## src/logic/gps_defines.vh

```
`ifndef GPS_DEFINES_VH
`define GPS_DEFINES_VH

// Register indices; byte address is four times the index
`define GPS_IDX_RST_SEL        8'hF6
`define GPS_IDX_SUPPLY_CTRL    8'hF8
`define GPS_IDX_SUPPLY_STATUS  8'hFA

`define GPS_ADDR_W             12

// Reset values
`define GPS_RST_SEL_RESET      8'h00
`define GPS_SUPPLY_CTRL_RESET  8'h00

// Supply control field positions
`define GPS_SC_ALARM_WAKE      0
`define GPS_SC_KEEP_OFF        1
`define GPS_SC_POWER_ON        2
`define GPS_SC_MASK            8'h07

// Supply status field positions
`define GPS_ST_STANDBY         0
`define GPS_ST_PIN_LEVEL       1
`define GPS_ST_SUPPLY_ON       2
`define GPS_ST_WAKE_PENDING    3
`define GPS_ST_LAST_ON         4

`endif

```

## src/logic/gps_clear_cell.v

```verilog
`timescale 1ns/100ps
`include "gps_defines.vh"

// One port-8 bit: picks which resets clear the data bit and its pin config
module gps_clear_cell
(
   input  wire core_clk,
   input  wire resetn,
   input  wire sel,
   input  wire standby_por,
   input  wire main_por,
   input  wire pci_reset,
   output reg  clear_reg
);

   wire clear_next;

   // Standby reset always clears; the wider set only when selected
   assign clear_next = standby_por | (sel & (main_por | pci_reset));

   always @(posedge core_clk or negedge resetn)
   begin
      if (!resetn)
      begin
         clear_reg <= 1'b1;
      end
      else
      begin
         clear_reg <= clear_next;
      end
   end

endmodule

```

## src/logic/gps_power_ctrl.v

```verilog
// Register access over APB was left to the implementer.
`timescale 1ns/100ps
`include "gps_defines.vh"

// Notes on behaviour
// - select bit 0 standby only, 1 adds PCI/main
// - select bit n governs data n, config n
// - eight independent per-pin reset selections
// - alarm during standby loss powers up on return
// - button override flag blocks alarm power-up
// - keep-off releases supply pin on standby reset
// - neither bit set restores pre-loss supply state
module gps_power_ctrl
#(
   parameter NBITS = 8
)
(
   input  wire                     core_clk,
   input  wire                     resetn,
   input  wire                     psel,
   input  wire                     penable,
   input  wire                     pwrite,
   input  wire [`GPS_ADDR_W-1:0]   paddr,
   input  wire [31:0]              pwdata,
   output reg  [31:0]              prdata,
   output wire                     pready,
   output reg                      pslverr,
   input  wire                     standby_por,
   input  wire                     main_por,
   input  wire                     pci_reset,
   input  wire                     standby_present,
   input  wire                     alarm_fire,
   input  wire                     alarm_enable,
   input  wire                     button_override_flag,
   input  wire                     main_on_request,
   output wire [NBITS-1:0]         port8_data_clear,
   output wire [NBITS-1:0]         port8_config_clear,
   input  wire                     power_supply_on_n_in,
   output wire                     power_supply_on_n_out,
   output wire                     power_supply_on_n_oe
);

   localparam ST_RUN  = 2'b00;
   localparam ST_LOST = 2'b01;
   localparam ST_OFF  = 2'b10;

   reg  [7:0]  port8_reset_select_reg;
   reg  [7:0]  supply_control_reg;
   reg         supply_on_reg;
   reg         last_on_reg;
   reg         wake_pending_reg;
   reg  [1:0]  state_reg;
   reg  [1:0]  state_next;
   reg         supply_on_next;
   reg  [31:0] rdata_next;
   reg         err_next;

   wire [NBITS-1:0] clear_bits;
   wire             setup_phase;
   wire             wr_access;
   wire             alarm_wake_on_loss_en;
   wire             standby_loss_keep_off;
   wire             standby_loss_power_on;
   wire             wake_event;

   function [1:0] reg_decode;
      input [`GPS_ADDR_W-1:0] addr;
      begin
         if (addr == {2'b00, `GPS_IDX_RST_SEL, 2'b00})
            reg_decode = 2'd1;
         else if (addr == {2'b00, `GPS_IDX_SUPPLY_CTRL, 2'b00})
            reg_decode = 2'd2;
         else if (addr == {2'b00, `GPS_IDX_SUPPLY_STATUS, 2'b00})
            reg_decode = 2'd3;
         else
            reg_decode = 2'd0;
      end
   endfunction

   assign setup_phase = psel & ~penable;
   assign wr_access   = psel & penable & pwrite;
   // Zero wait states; read data captured in setup, stable in access
   assign pready      = 1'b1;

   assign alarm_wake_on_loss_en = supply_control_reg[`GPS_SC_ALARM_WAKE];
   assign standby_loss_keep_off = supply_control_reg[`GPS_SC_KEEP_OFF];
   assign standby_loss_power_on = supply_control_reg[`GPS_SC_POWER_ON];

   // Alarm hit while the standby rail is gone
   assign wake_event = alarm_fire & alarm_enable & alarm_wake_on_loss_en
                       & ~standby_present & ~button_override_flag;

   genvar gi;
   generate
      for (gi = 0; gi < NBITS; gi = gi + 1)
      begin : g_cell
         gps_clear_cell u_cell
         (
            .core_clk    (core_clk),
            .resetn      (resetn),
            .sel         (port8_reset_select_reg[gi]),
            .standby_por (standby_por),
            .main_por    (main_por),
            .pci_reset   (pci_reset),
            .clear_reg   (clear_bits[gi])
         );
      end
   endgenerate

   // One strobe feeds both the data bit and the pin config
   assign port8_data_clear   = clear_bits;
   assign port8_config_clear = clear_bits;

   // Open-drain: driven low when on, floating otherwise
   assign power_supply_on_n_out = 1'b0;
   assign power_supply_on_n_oe  = supply_on_reg;

   // Select register lives on the standby domain reset
   always @(posedge core_clk or negedge resetn)
   begin
      if (!resetn)
      begin
         port8_reset_select_reg <= `GPS_RST_SEL_RESET;
      end
      else if (standby_por)
      begin
         port8_reset_select_reg <= `GPS_RST_SEL_RESET;
      end
      else if (wr_access && reg_decode(paddr) == 2'd1)
      begin
         port8_reset_select_reg <= pwdata[7:0];
      end
   end

   // Supply control is battery backed: only resetn clears it
   always @(posedge core_clk or negedge resetn)
   begin
      if (!resetn)
      begin
         supply_control_reg <= `GPS_SUPPLY_CTRL_RESET;
      end
      else if (wr_access && reg_decode(paddr) == 2'd2)
      begin
         supply_control_reg <= pwdata[7:0] & `GPS_SC_MASK;
      end
   end

   // Pending wake survives the loss; override cancels it
   always @(posedge core_clk or negedge resetn)
   begin
      if (!resetn)
      begin
         wake_pending_reg <= 1'b0;
      end
      else if (button_override_flag)
      begin
         wake_pending_reg <= 1'b0;
      end
      else if (wake_event)
      begin
         wake_pending_reg <= 1'b1;
      end
      else if (standby_por)
      begin
         wake_pending_reg <= 1'b0;
      end
   end

   // Supply state machine
   always @*
   begin
      state_next     = state_reg;
      supply_on_next = supply_on_reg;
      case (state_reg)
         ST_RUN:
         begin
            supply_on_next = main_on_request;
            if (!standby_present)
               state_next = ST_LOST;
         end
         ST_LOST:
         begin
            if (standby_por)
            begin
               state_next = ST_RUN;
               if (wake_pending_reg && !button_override_flag)
                  supply_on_next = 1'b1;
               else if (standby_loss_keep_off)
                  supply_on_next = 1'b0;
               else if (standby_loss_power_on)
                  supply_on_next = 1'b1;
               else
                  supply_on_next = last_on_reg;
               if (!supply_on_next)
                  state_next = ST_OFF;
            end
         end
         ST_OFF:
         begin
            // Stay off until the request drops and rises again
            supply_on_next = 1'b0;
            if (!standby_present)
               state_next = ST_LOST;
            else if (!main_on_request)
               state_next = ST_RUN;
         end
         default:
         begin
            state_next     = ST_RUN;
            supply_on_next = 1'b0;
         end
      endcase
   end

   always @(posedge core_clk or negedge resetn)
   begin
      if (!resetn)
      begin
         state_reg     <= ST_RUN;
         supply_on_reg <= 1'b0;
         last_on_reg   <= 1'b0;
      end
      else
      begin
         state_reg     <= state_next;
         supply_on_reg <= supply_on_next;
         // Remember the on state only while the rail is up
         if (state_reg != ST_LOST && standby_present)
            last_on_reg <= supply_on_reg;
      end
   end

   // APB read data and error, captured in the setup cycle
   always @*
   begin
      rdata_next = 32'h0000_0000;
      err_next   = 1'b0;
      case (reg_decode(paddr))
         2'd1: rdata_next[7:0] = port8_reset_select_reg;
         2'd2: rdata_next[7:0] = supply_control_reg;
         2'd3:
         begin
            rdata_next[`GPS_ST_STANDBY]      = standby_present;
            rdata_next[`GPS_ST_PIN_LEVEL]    = power_supply_on_n_in;
            rdata_next[`GPS_ST_SUPPLY_ON]    = supply_on_reg;
            rdata_next[`GPS_ST_WAKE_PENDING] = wake_pending_reg;
            rdata_next[`GPS_ST_LAST_ON]      = last_on_reg;
            err_next = pwrite;
         end
         default: err_next = 1'b1;
      endcase
   end

   always @(posedge core_clk or negedge resetn)
   begin
      if (!resetn)
      begin
         prdata  <= 32'h0000_0000;
         pslverr <= 1'b0;
      end
      else if (setup_phase)
      begin
         prdata  <= pwrite ? 32'h0000_0000 : rdata_next;
         pslverr <= err_next;
      end
   end

endmodule

```

## config.mk

```make
export PLATFORM = sky130hd
export DESIGN_NAME = gps_power_ctrl
export DESIGN_NICKNAME = d
export VERILOG_FILES = /design/src/logic/gps_clear_cell.v /design/src/logic/gps_power_ctrl.v
export VERILOG_INCLUDE_DIRS = /design/src /design/src/logic
export SDC_FILE = /design/constraint.sdc
export NUM_CORES = 1
export LEC_CHECK = 0
export ABC_AREA = 1
export BUFFER_PORTS_ARGS = -buffer_cell sky130_fd_sc_hd__buf_2
export CAP_MARGIN = 20
export CORE_ASPECT_RATIO = 0.9
export CORE_MARGIN = 8
export CORE_UTILIZATION = 49
export CTS_BUF_LIST = sky130_fd_sc_hd__clkbuf_4
export DETAILED_ROUTE_END_ITERATION = 16
export GPL_TIMING_DRIVEN = 0
export PLACE_DENSITY = 0.88
export SLEW_MARGIN = 20
export SYNTH_ARGS = -nofsm -noshare
export SYNTH_HDL_FRONTEND = slang
export SYNTH_SLANG_ARGS = --single-unit
```

## constraint.sdc

```tcl
create_clock -name core_clk -period 1.55 [get_ports core_clk]
set_input_delay 0.3875 -clock core_clk [delete_from_list [all_inputs] [get_ports core_clk]]
set_output_delay 0.3875 -clock core_clk [all_outputs]
set_load 0.1 [all_outputs]
```

==> Implementation_results.wiki, run 1 <==
{| class="wikitable"
! Metric !! Value
|-
| Result of the run || complete, but fails checks
|-
| Violations in the final reports || negative setup slack
|-
| Nets@finish || 400
|-
| Residual DRC || 0
|-
| Synth Area per Inst || approximately 7.7 um^2
|-
| Gate Count Post-Synth || ~250
|-
| Number of buffers inserted to repair setup after CTS || 0
|-
| CTS buffer count || 5
|-
| Worst min-delay path category || input port to asynchronous set/reset pin
|-
| Total power density per cell area || ~940 nW/um^2
|-
| Tot Pwr || 2.61 mW
|-
| Worst VDD drop || around 0.38 mV
|-
| Root Buffer || sky130_fd_sc_hd__clkbuf_4
|-
| Slew HR || between 50 and 60%
|-
| Number of synthesized register bits || 33
|-
| Max-slew violation count || 0
|-
| Cell area after synthesis || 1900 um^2
|-
| Number of antenna violations at the first check in global routing || 0
|-
| Setup Slack @ Placement || -0.315 ns
|-
| Type of destination of the critical path || output port
|-
| Flop-to-flop setup slack || between 0.4 and 0.5 ns
|-
| Std cell rows || 21
|-
| Clock tree sinks || 33
|-
| Area share of the leading cell type in the synthesized netlist || around 33%
|-
| Critical path startpoint || g_cell[0].u_cell.clear_reg
|-
| Total number of vias || around 1700
|-
| Unrepaired setup endpoints after global routing || yes
|-
| Detailed-placement wirelength estimate || 3580 um
|-
| First-pass GRT wire length || 7360 um
|-
| Starting utilization of the core area || 50.9%
|-
| Post-synthesis cell type count || 18
|-
| Clock latency reported for the late side of the worst-skew pair || approximately 0.35 ns
|-
| Overall fraction of global-route tracks in use || between 15 and 20%
|-
| Antenna diode count || 0
|-
| Fraction of the yosys area taken by sequential cells || approximately 44%
|-
| Share of the cycle needed by the critical path after routing || 102%
|-
| Leak || about 1.5 nW
|-
| Share of post-route cells with drive strength above 1 || 38.1%
|-
| Required arrival time at the worst endpoint || ~1.2 ns
|-
| Number of antenna-violating nets in the routed design || 0
|-
| Least setup slack across all paths after layout || -0.0299 ns
|-
| Number of endpoints with negative hold slack in the final report || 0
|-
| Maximum number of pins on one net before global-route repair || 34
|-
| Tmin final || 1.58 ns
|-
| Vias in the first global route || around 1600
|-
| Yosys top cell by area || sky130_fd_sc_hd__dfrtp_1
|-
| Total of warnings raised by yosys || 0
|-
| Iteration-0 DRC count of the detailed router || between 100 and 150
|-
| Setup CP Type || register to output port
|-
| Core footprint || between 3000 and 4000 um^2
|-
| Data arrival at the endpoint of the critical path || about 1.2 ns
|-
| Number of cells on the worst reg-to-reg path || 5
|-
| Number of iterations in the first detailed-routing pass || 4
|-
| Area grow syn2layout || 46.3%
|-
| DRT Wirelength || 4940 um
|-
| Fmax || about 630 MHz
|-
| Die outline width || 81.7 um
|-
| Bufs on Longest Clock Path || 2
|-
| Average wire length per cell after detail routing || around 13 um
|-
| IO Pins || 110
|-
| Max capacitance violation total || 0
|-
| Setup violations, final || 16
|-
| Htree depth || 2
|-
| TritonCTS clock tree || done
|-
| RD Place Congestion || around 0.87
|-
| Cell types with the largest area share after synthesis || sky130_fd_sc_hd__dfrtp_1 33%, sky130_fd_sc_hd__nand2_1 18%, sky130_fd_sc_hd__buf_4 17%
|-
| Total of fill cells in the finished design || approximately 260
|-
| Category of the worst setup path launch point || register
|-
| Max Clock Skew || about 0.0084 ns
|-
| Worst slew pin tran || roughly 0.68 ns
|-
| Chip height || 75.1 um
|-
| Count of buffers from port buffering || just under 60
|-
| FF-to-FF Start || state_reg[0]
|-
| CTS Hold Buffers Added || 0
|-
| Clock input transition at the sequential cells of the worst setup and hold paths || between 0.1 and 0.15 ns
|-
| Peak fanout along the critical path || 2
|-
| Detail-routed via count per cell || 4.43
|-
| GRT overflow || 0
|-
| Die Outline Area || about 6000 um^2
|}
[final cells by class]
| type | instances | area, um^2 | area share [%] |
|---|---|---|---|
| Timing Repair Buffer | 59 | 558 | 20.1 |
| Clock inverter | 3 | 41.3 | 1.49 |
| Clock buffer | 5 | 37.5 | 1.35 |
| Inverter | 25 | 96.3 | 3.47 |
| Buffer | 43 | 369 | 13.3 |
| Tap cell | 46 | 57.6 | 2.07 |
| Multi-Input combinational cell | 171 | 785 | 28.2 |
| Sequential cell | 33 | 836 | 30.1 |
[per-layer routing]
layer  GRT usage (%)  vias up  wire length, um  part of all wire [%]
met5               0        -                0                     0
met4            7.39        0              140                   2.8
met3            5.61       11              446                   9.0
met2            27.9       82             2610                    53
met1            16.1      744             1740                    35
li1                -      870                -                     -
[cells by family (layout without fill, tap and decap cells)]
| family | Yosys count | in the layout | synth area share (%) |
|---|---|---|---|
| AND/OR/NAND/NOR | 121 | 121 | 25.7 |
| other | 2 | 26 | 0.395 |
| flip-flops | 33 | 33 | 44.0 |
| buffers and inverters | 68 | 135 | 21.8 |
| AO/OA/AOI/OAI | 20 | 20 | 5.46 |
| adder cells (fa/ha/maj) | 4 | 4 | 2.63 |
[what timing repair did]
| item | 4_1_cts | 5_1_grt |
|---|---|---|
| setup endpoints to repair | 17 | 39 |
| cloned | 0 | 0 |
| pin swaps | 0 | 2 |
| resized for setup | 65 | 25 |
[synth_stat cells]
library cell	count
sky130_fd_sc_hd__buf_4	42
sky130_fd_sc_hd__nand2_1	90
sky130_fd_sc_hd__nor3_4	1
sky130_fd_sc_hd__o21ai_0	17
sky130_fd_sc_hd__nor3_1	2
sky130_fd_sc_hd__inv_1	25
sky130_fd_sc_hd__nand3_1	12
sky130_fd_sc_hd__o21bai_1	1
sky130_fd_sc_hd__conb_1	2
sky130_fd_sc_hd__dfstp_2	8
sky130_fd_sc_hd__nor2_2	1
sky130_fd_sc_hd__ha_1	4
sky130_fd_sc_hd__nor2_1	14
sky130_fd_sc_hd__nand4_1	1
sky130_fd_sc_hd__dfrtp_1	25
sky130_fd_sc_hd__o22ai_1	1
sky130_fd_sc_hd__buf_2	1
sky130_fd_sc_hd__a21oi_1	1
[metrics by stage]
stage	util [%]	cell area (um^2)	TNS [ns]	hold WS [ns]	cells
after floorplan	-	2020	0	0.0919	272
after global placement	63.7	2380	-3.15	0.457	377
after detailed placement	63.7	2380	-4.47	0.455	377
after CTS	72.3	2700	0	0.0743	385
after global routing	74.5	2780	-0.911	0.124	385
final	74.5	2780	-0.250	0.0625	385
[placed cells by master, fill, tap and decap left out, types with 2 or more instances in the layout]
master	count
sky130_fd_sc_hd__dfstp_2	8
sky130_fd_sc_hd__ha_1	2
sky130_fd_sc_hd__nor2_2	3
sky130_fd_sc_hd__buf_6	13
sky130_fd_sc_hd__conb_1	26
sky130_fd_sc_hd__dfrtp_1	25
sky130_fd_sc_hd__nand2_1	88
sky130_fd_sc_hd__buf_4	30
sky130_fd_sc_hd__o21ai_0	17
sky130_fd_sc_hd__nand3_1	12
sky130_fd_sc_hd__nor3_4	2
sky130_fd_sc_hd__nor2_1	11
sky130_fd_sc_hd__buf_12	16
sky130_fd_sc_hd__clkbuf_4	13
sky130_fd_sc_hd__inv_1	23
sky130_fd_sc_hd__buf_2	35
sky130_fd_sc_hd__nand2_2	2
[worst max-delay path, cell delays in order, from the launching register on]
cell,delay [ns]
sky130_fd_sc_hd__dfstp_2,0.57
sky130_fd_sc_hd__buf_4,0.12
sky130_fd_sc_hd__buf_12,0.16
[worst paths after layout]
check / to
max: port8_data_clear[0]
min: prdata[6]
max reg2reg: state_reg[1]
min reg2reg: port8_reset_select_reg[5]
max in group asynchronous: supply_control_reg[1]
min in group core_clk: port8_reset_select_reg[3]
[power breakdown]
part | internal, mW | switching, mW | total (mW)
clock | 0.334 | 0.301 | 0.635
sequential | 0.924 | 0.0548 | 0.979
combinational | 0.268 | 0.732 | 1.00
total | 1.53 | 1.09 | 2.61
Power figures use the tool's default switching activity.
==> run 2, diff against run 1 <==
CELL_PAD_IN_SITES_DETAIL_PLACEMENT = 0   (was not set)
CELL_PAD_IN_SITES_GLOBAL_PLACEMENT = 1   (was not set)
CORE_UTILIZATION = 33   (was 49)
PLACE_DENSITY = not set   (was 0.88)
PLACE_DENSITY_LB_ADDON = 0.1   (was not set)
==> Implementation_results.wiki, run 2 (synthesis results as in run 1) <==
{| class="wikitable"
! Metric !! Value
|-
| GRT met2 Usage || 17.6% (-10 points)
|-
| Die Outline Area || 8450 um^2 (+38%)
|-
| Max capacitance violation total || 0 (unchanged)
|-
| Clock tree sinks || 33 (unchanged)
|-
| Setup violations, final || 0 (-16)
|-
| Tmin final || 1.55 ns (-0.0321 ns)
|-
| Chip height || 88.0 um (+17%)
|-
| Data arrival at the endpoint of the critical path || 1.16 ns (-0.03 ns)
|-
| RD Place Congestion || 0.799 (-8.0%)
|-
| Worst min-delay path category || input port to asynchronous set/reset pin
|-
| GRT overflow || 0 (unchanged)
|-
| Bufs on Longest Clock Path || 2 (unchanged)
|-
| Sequential power share || 40.7% (+3.2 points)
|-
| DP Area || 2410 um^2 (+1.3%)
|-
| Number of endpoints with negative hold slack in the final report || 0 (unchanged)
|-
| Result of the run || complete, no violations
|-
| Residual DRC || 0 (unchanged)
|-
| Cell Count Post-Placement || 401 (+6.4%)
|-
| Fmax || 646 MHz (+2.1%)
|-
| Category of the worst setup path launch point || register
|-
| Design area || 2790 um^2 (+0.45%)
|-
| Die outline width || 96.0 um (+18%)
|-
| Setup CP Type || register to output port
|-
| Vias in the first global route || 1672 (+1.5%)
|-
| Most common library cell in the layout ignoring fill and taps || sky130_fd_sc_hd__nand2_1
|-
| Share of post-route cells with drive strength above 1 || 37.5% (-0.52 points)
|-
| Reported net switching power || 1.05 mW (-3.7%)
|-
| Number of iterations in the first detailed-routing pass || 4 (unchanged)
|-
| GR Layer Usage met3 || 3.86% (-1.8 points)
|-
| Cell family contributing the most delay on the critical path || flip-flops
|-
| R2R Path End || state_reg[1]
|-
| Htree depth || 2 (unchanged)
|-
| Highest cell delay on the worst timing path || 0.57 ns (about the same)
|-
| Switching fraction of total power || 43.6% (+2.0 points)
|-
| Number of antenna violations at the first check in global routing || 0 (unchanged)
|-
| Type of destination of the critical path || output port
|-
| Clock power frac || 18.1% (-6.2 points)
|-
| Tot Pwr || 2.40 mW (-8.1%)
|-
| Global Route met1 Usage || 14.6% (-1.5 points)
|-
| Crit path buf inv count || 2 (unchanged)
|-
| Unrepaired setup endpoints after global routing || yes
|-
| Internal cell power || 1.35 mW (-11%)
|-
| Number of antenna-violating nets in the routed design || 0 (unchanged)
|-
| Starting utilization of the core area || 33.8% (-17 points)
|-
| Total number of vias || 1659 (-2.8%)
|-
| Relative contribution of combinational cells to total power || 41.2% (+3.0 points)
|-
| FF-to-FF Start || state_reg[0]
|-
| Top Usage Layer GRT || met2
|-
| Flop-to-flop setup slack || 0.51 ns (+0.03 ns)
|-
| Area grow syn2layout || 46.9%
|-
| Worst Hold Margin || 0.105 ns (+0.0424 ns)
|-
| Antenna diode count || 0 (unchanged)
|-
| Std cell rows || 26 (+24%)
|-
| Ordered cell list for the critical path || buf_6 -> buf_12
|-
| Worst VDD drop || 0.433 mV (+14%)
|-
| First-pass GRT wire length || 7600 um (+3.4%)
|-
| Share of the cycle needed by the critical path after routing || 99.9% (-2.1 points)
|-
| Total power density per cell area || 860 nW/um^2 (-8.5%)
|-
| Number of cells on the worst reg-to-reg path || 5 (unchanged)
|-
| Final Util || 49.6% (-25 points)
|-
| Detail-routed via count per cell || 4.04 (-9.0%)
|-
| Iteration-0 DRC count of the detailed router || 58 (-43%)
|-
| Worst slew pin tran || 0.704 ns (+0.0284 ns)
|-
| Leak || 1.55 nW (about the same)
|-
| Nets@finish || 402 (+0.50%)
|-
| Clock latency reported for the late side of the worst-skew pair || 0.32 ns (-0.03 ns)
|-
| Max-slew violation count || 0 (unchanged)
|-
| CTS buffer count || 5 (unchanged)
|-
| DRT Wirelength || 4740 um (-4.0%)
|-
| Slew HR || 53.0% (-1.9 points)
|-
| Count of buffers from port buffering || 59 (unchanged)
|-
| Average wire length per cell after detail routing || 11.5 um (-10%)
|-
| Core footprint || 5630 um^2 (+51%)
|-
| Detailed-placement wirelength estimate || 3720 um (+3.8%)
|-
| Peak fanout along the critical path || 2 (unchanged)
|-
| Required arrival time at the worst endpoint || 1.16 ns (about the same)
|-
| Root Buffer || sky130_fd_sc_hd__clkbuf_4
|-
| IO Pins || 110 (unchanged)
|-
| Clock input transition at the sequential cells of the worst setup and hold paths || 0.09 ns (-0.02 ns)
|-
| Leading cell types in the layout, fill and taps excluded || 89 x sky130_fd_sc_hd__nand2_1, 35 x sky130_fd_sc_hd__buf_2, 33 x sky130_fd_sc_hd__buf_4, 26 x sky130_fd_sc_hd__conb_1, 25 x sky130_fd_sc_hd__dfrtp_1
|-
| Non-filler cells in the finished layout || 411 (+6.8%)
|-
| TritonCTS clock tree || done
|-
| Maximum number of pins on one net before global-route repair || 34 (unchanged)
|-
| CTS Hold Buffers Added || 0 (unchanged)
|-
| Worst path slowest cell || sky130_fd_sc_hd__dfstp_2
|-
| Overall fraction of global-route tracks in use || 11.6% (-4.1 points)
|-
| Max Clock Skew || 0.00356 ns (-0.00480 ns)
|}
## run 2: cell type report
cell class              instances  area, um^2
fillers                       550        2840
flip-flops and latches         33         836
multi-input cells             171         785
repair buffers                 61         573
plain buffers                  43         365
inverters                      25        96.3
well taps                      70        87.6
clock buffers                   5        37.5
clock inverters                 3        12.5
## run 2: power by group through the flow
stage	combinational, mW	clock, mW	sequential [mW]
detailed placement	0.887	0	0.989
finish	0.990	0.435	0.978
global route	1.05	0.496	0.986
global placement	0.885	0	0.991
CTS	0.977	0.460	0.975
floorplan	0.647	0	1.08
## run 2: worst register-to-register path, stage by stage (launching register included)
cell,delay (ns)
sky130_fd_sc_hd__dfrtp_1,0.44
sky130_fd_sc_hd__inv_1,0.08
sky130_fd_sc_hd__nor2_1,0.18
sky130_fd_sc_hd__nand2_1,0.10
sky130_fd_sc_hd__nand2_1,0.07
sky130_fd_sc_hd__o21bai_1,0.07
## run 2: timing repair
| item | CTS | global route |
|---|---|---|
| gates resized for setup | 65 | 23 |
| pin swaps | 0 | 2 |
| setup buffers | 0 | 2 |
| endpoints found under the hold margin | 0 | 0 |
| setup endpoints to repair | 17 | 38 |
## run 2: metal layers
metal  part of all wire [%]  vias up
met1                     45      717
met2                     46       64
met4                   0.84        0
met3                    8.3        2
met5                      0        -
li1                       -      876
## run 2: per-stage QoR
step	setup TNS [ns]	setup WS (ns)
floorplan	0	0.00220
CTS	0	0.000813
global placement	-4.21	-0.291
detailed placement	-4.63	-0.319
finish	0	0.00223
global route	-0.576	-0.0514
## run 2: how the worst max path moves through the flow
stage	from	end	slack (ns)	depth (start not counted)
after floorplan	paddr[10]	prdata[0]	0.002	10
final	g_cell[4].u_cell.clear_reg	port8_config_clear[4]	0.002	2
after global routing	g_cell[4].u_cell.clear_reg	port8_config_clear[4]	-0.05	2
after global placement	paddr[10]	prdata[3]	-0.29	11
after CTS	g_cell[0].u_cell.clear_reg	port8_config_clear[0]	0.0008	2
after detailed placement	paddr[2]	prdata[1]	-0.32	11
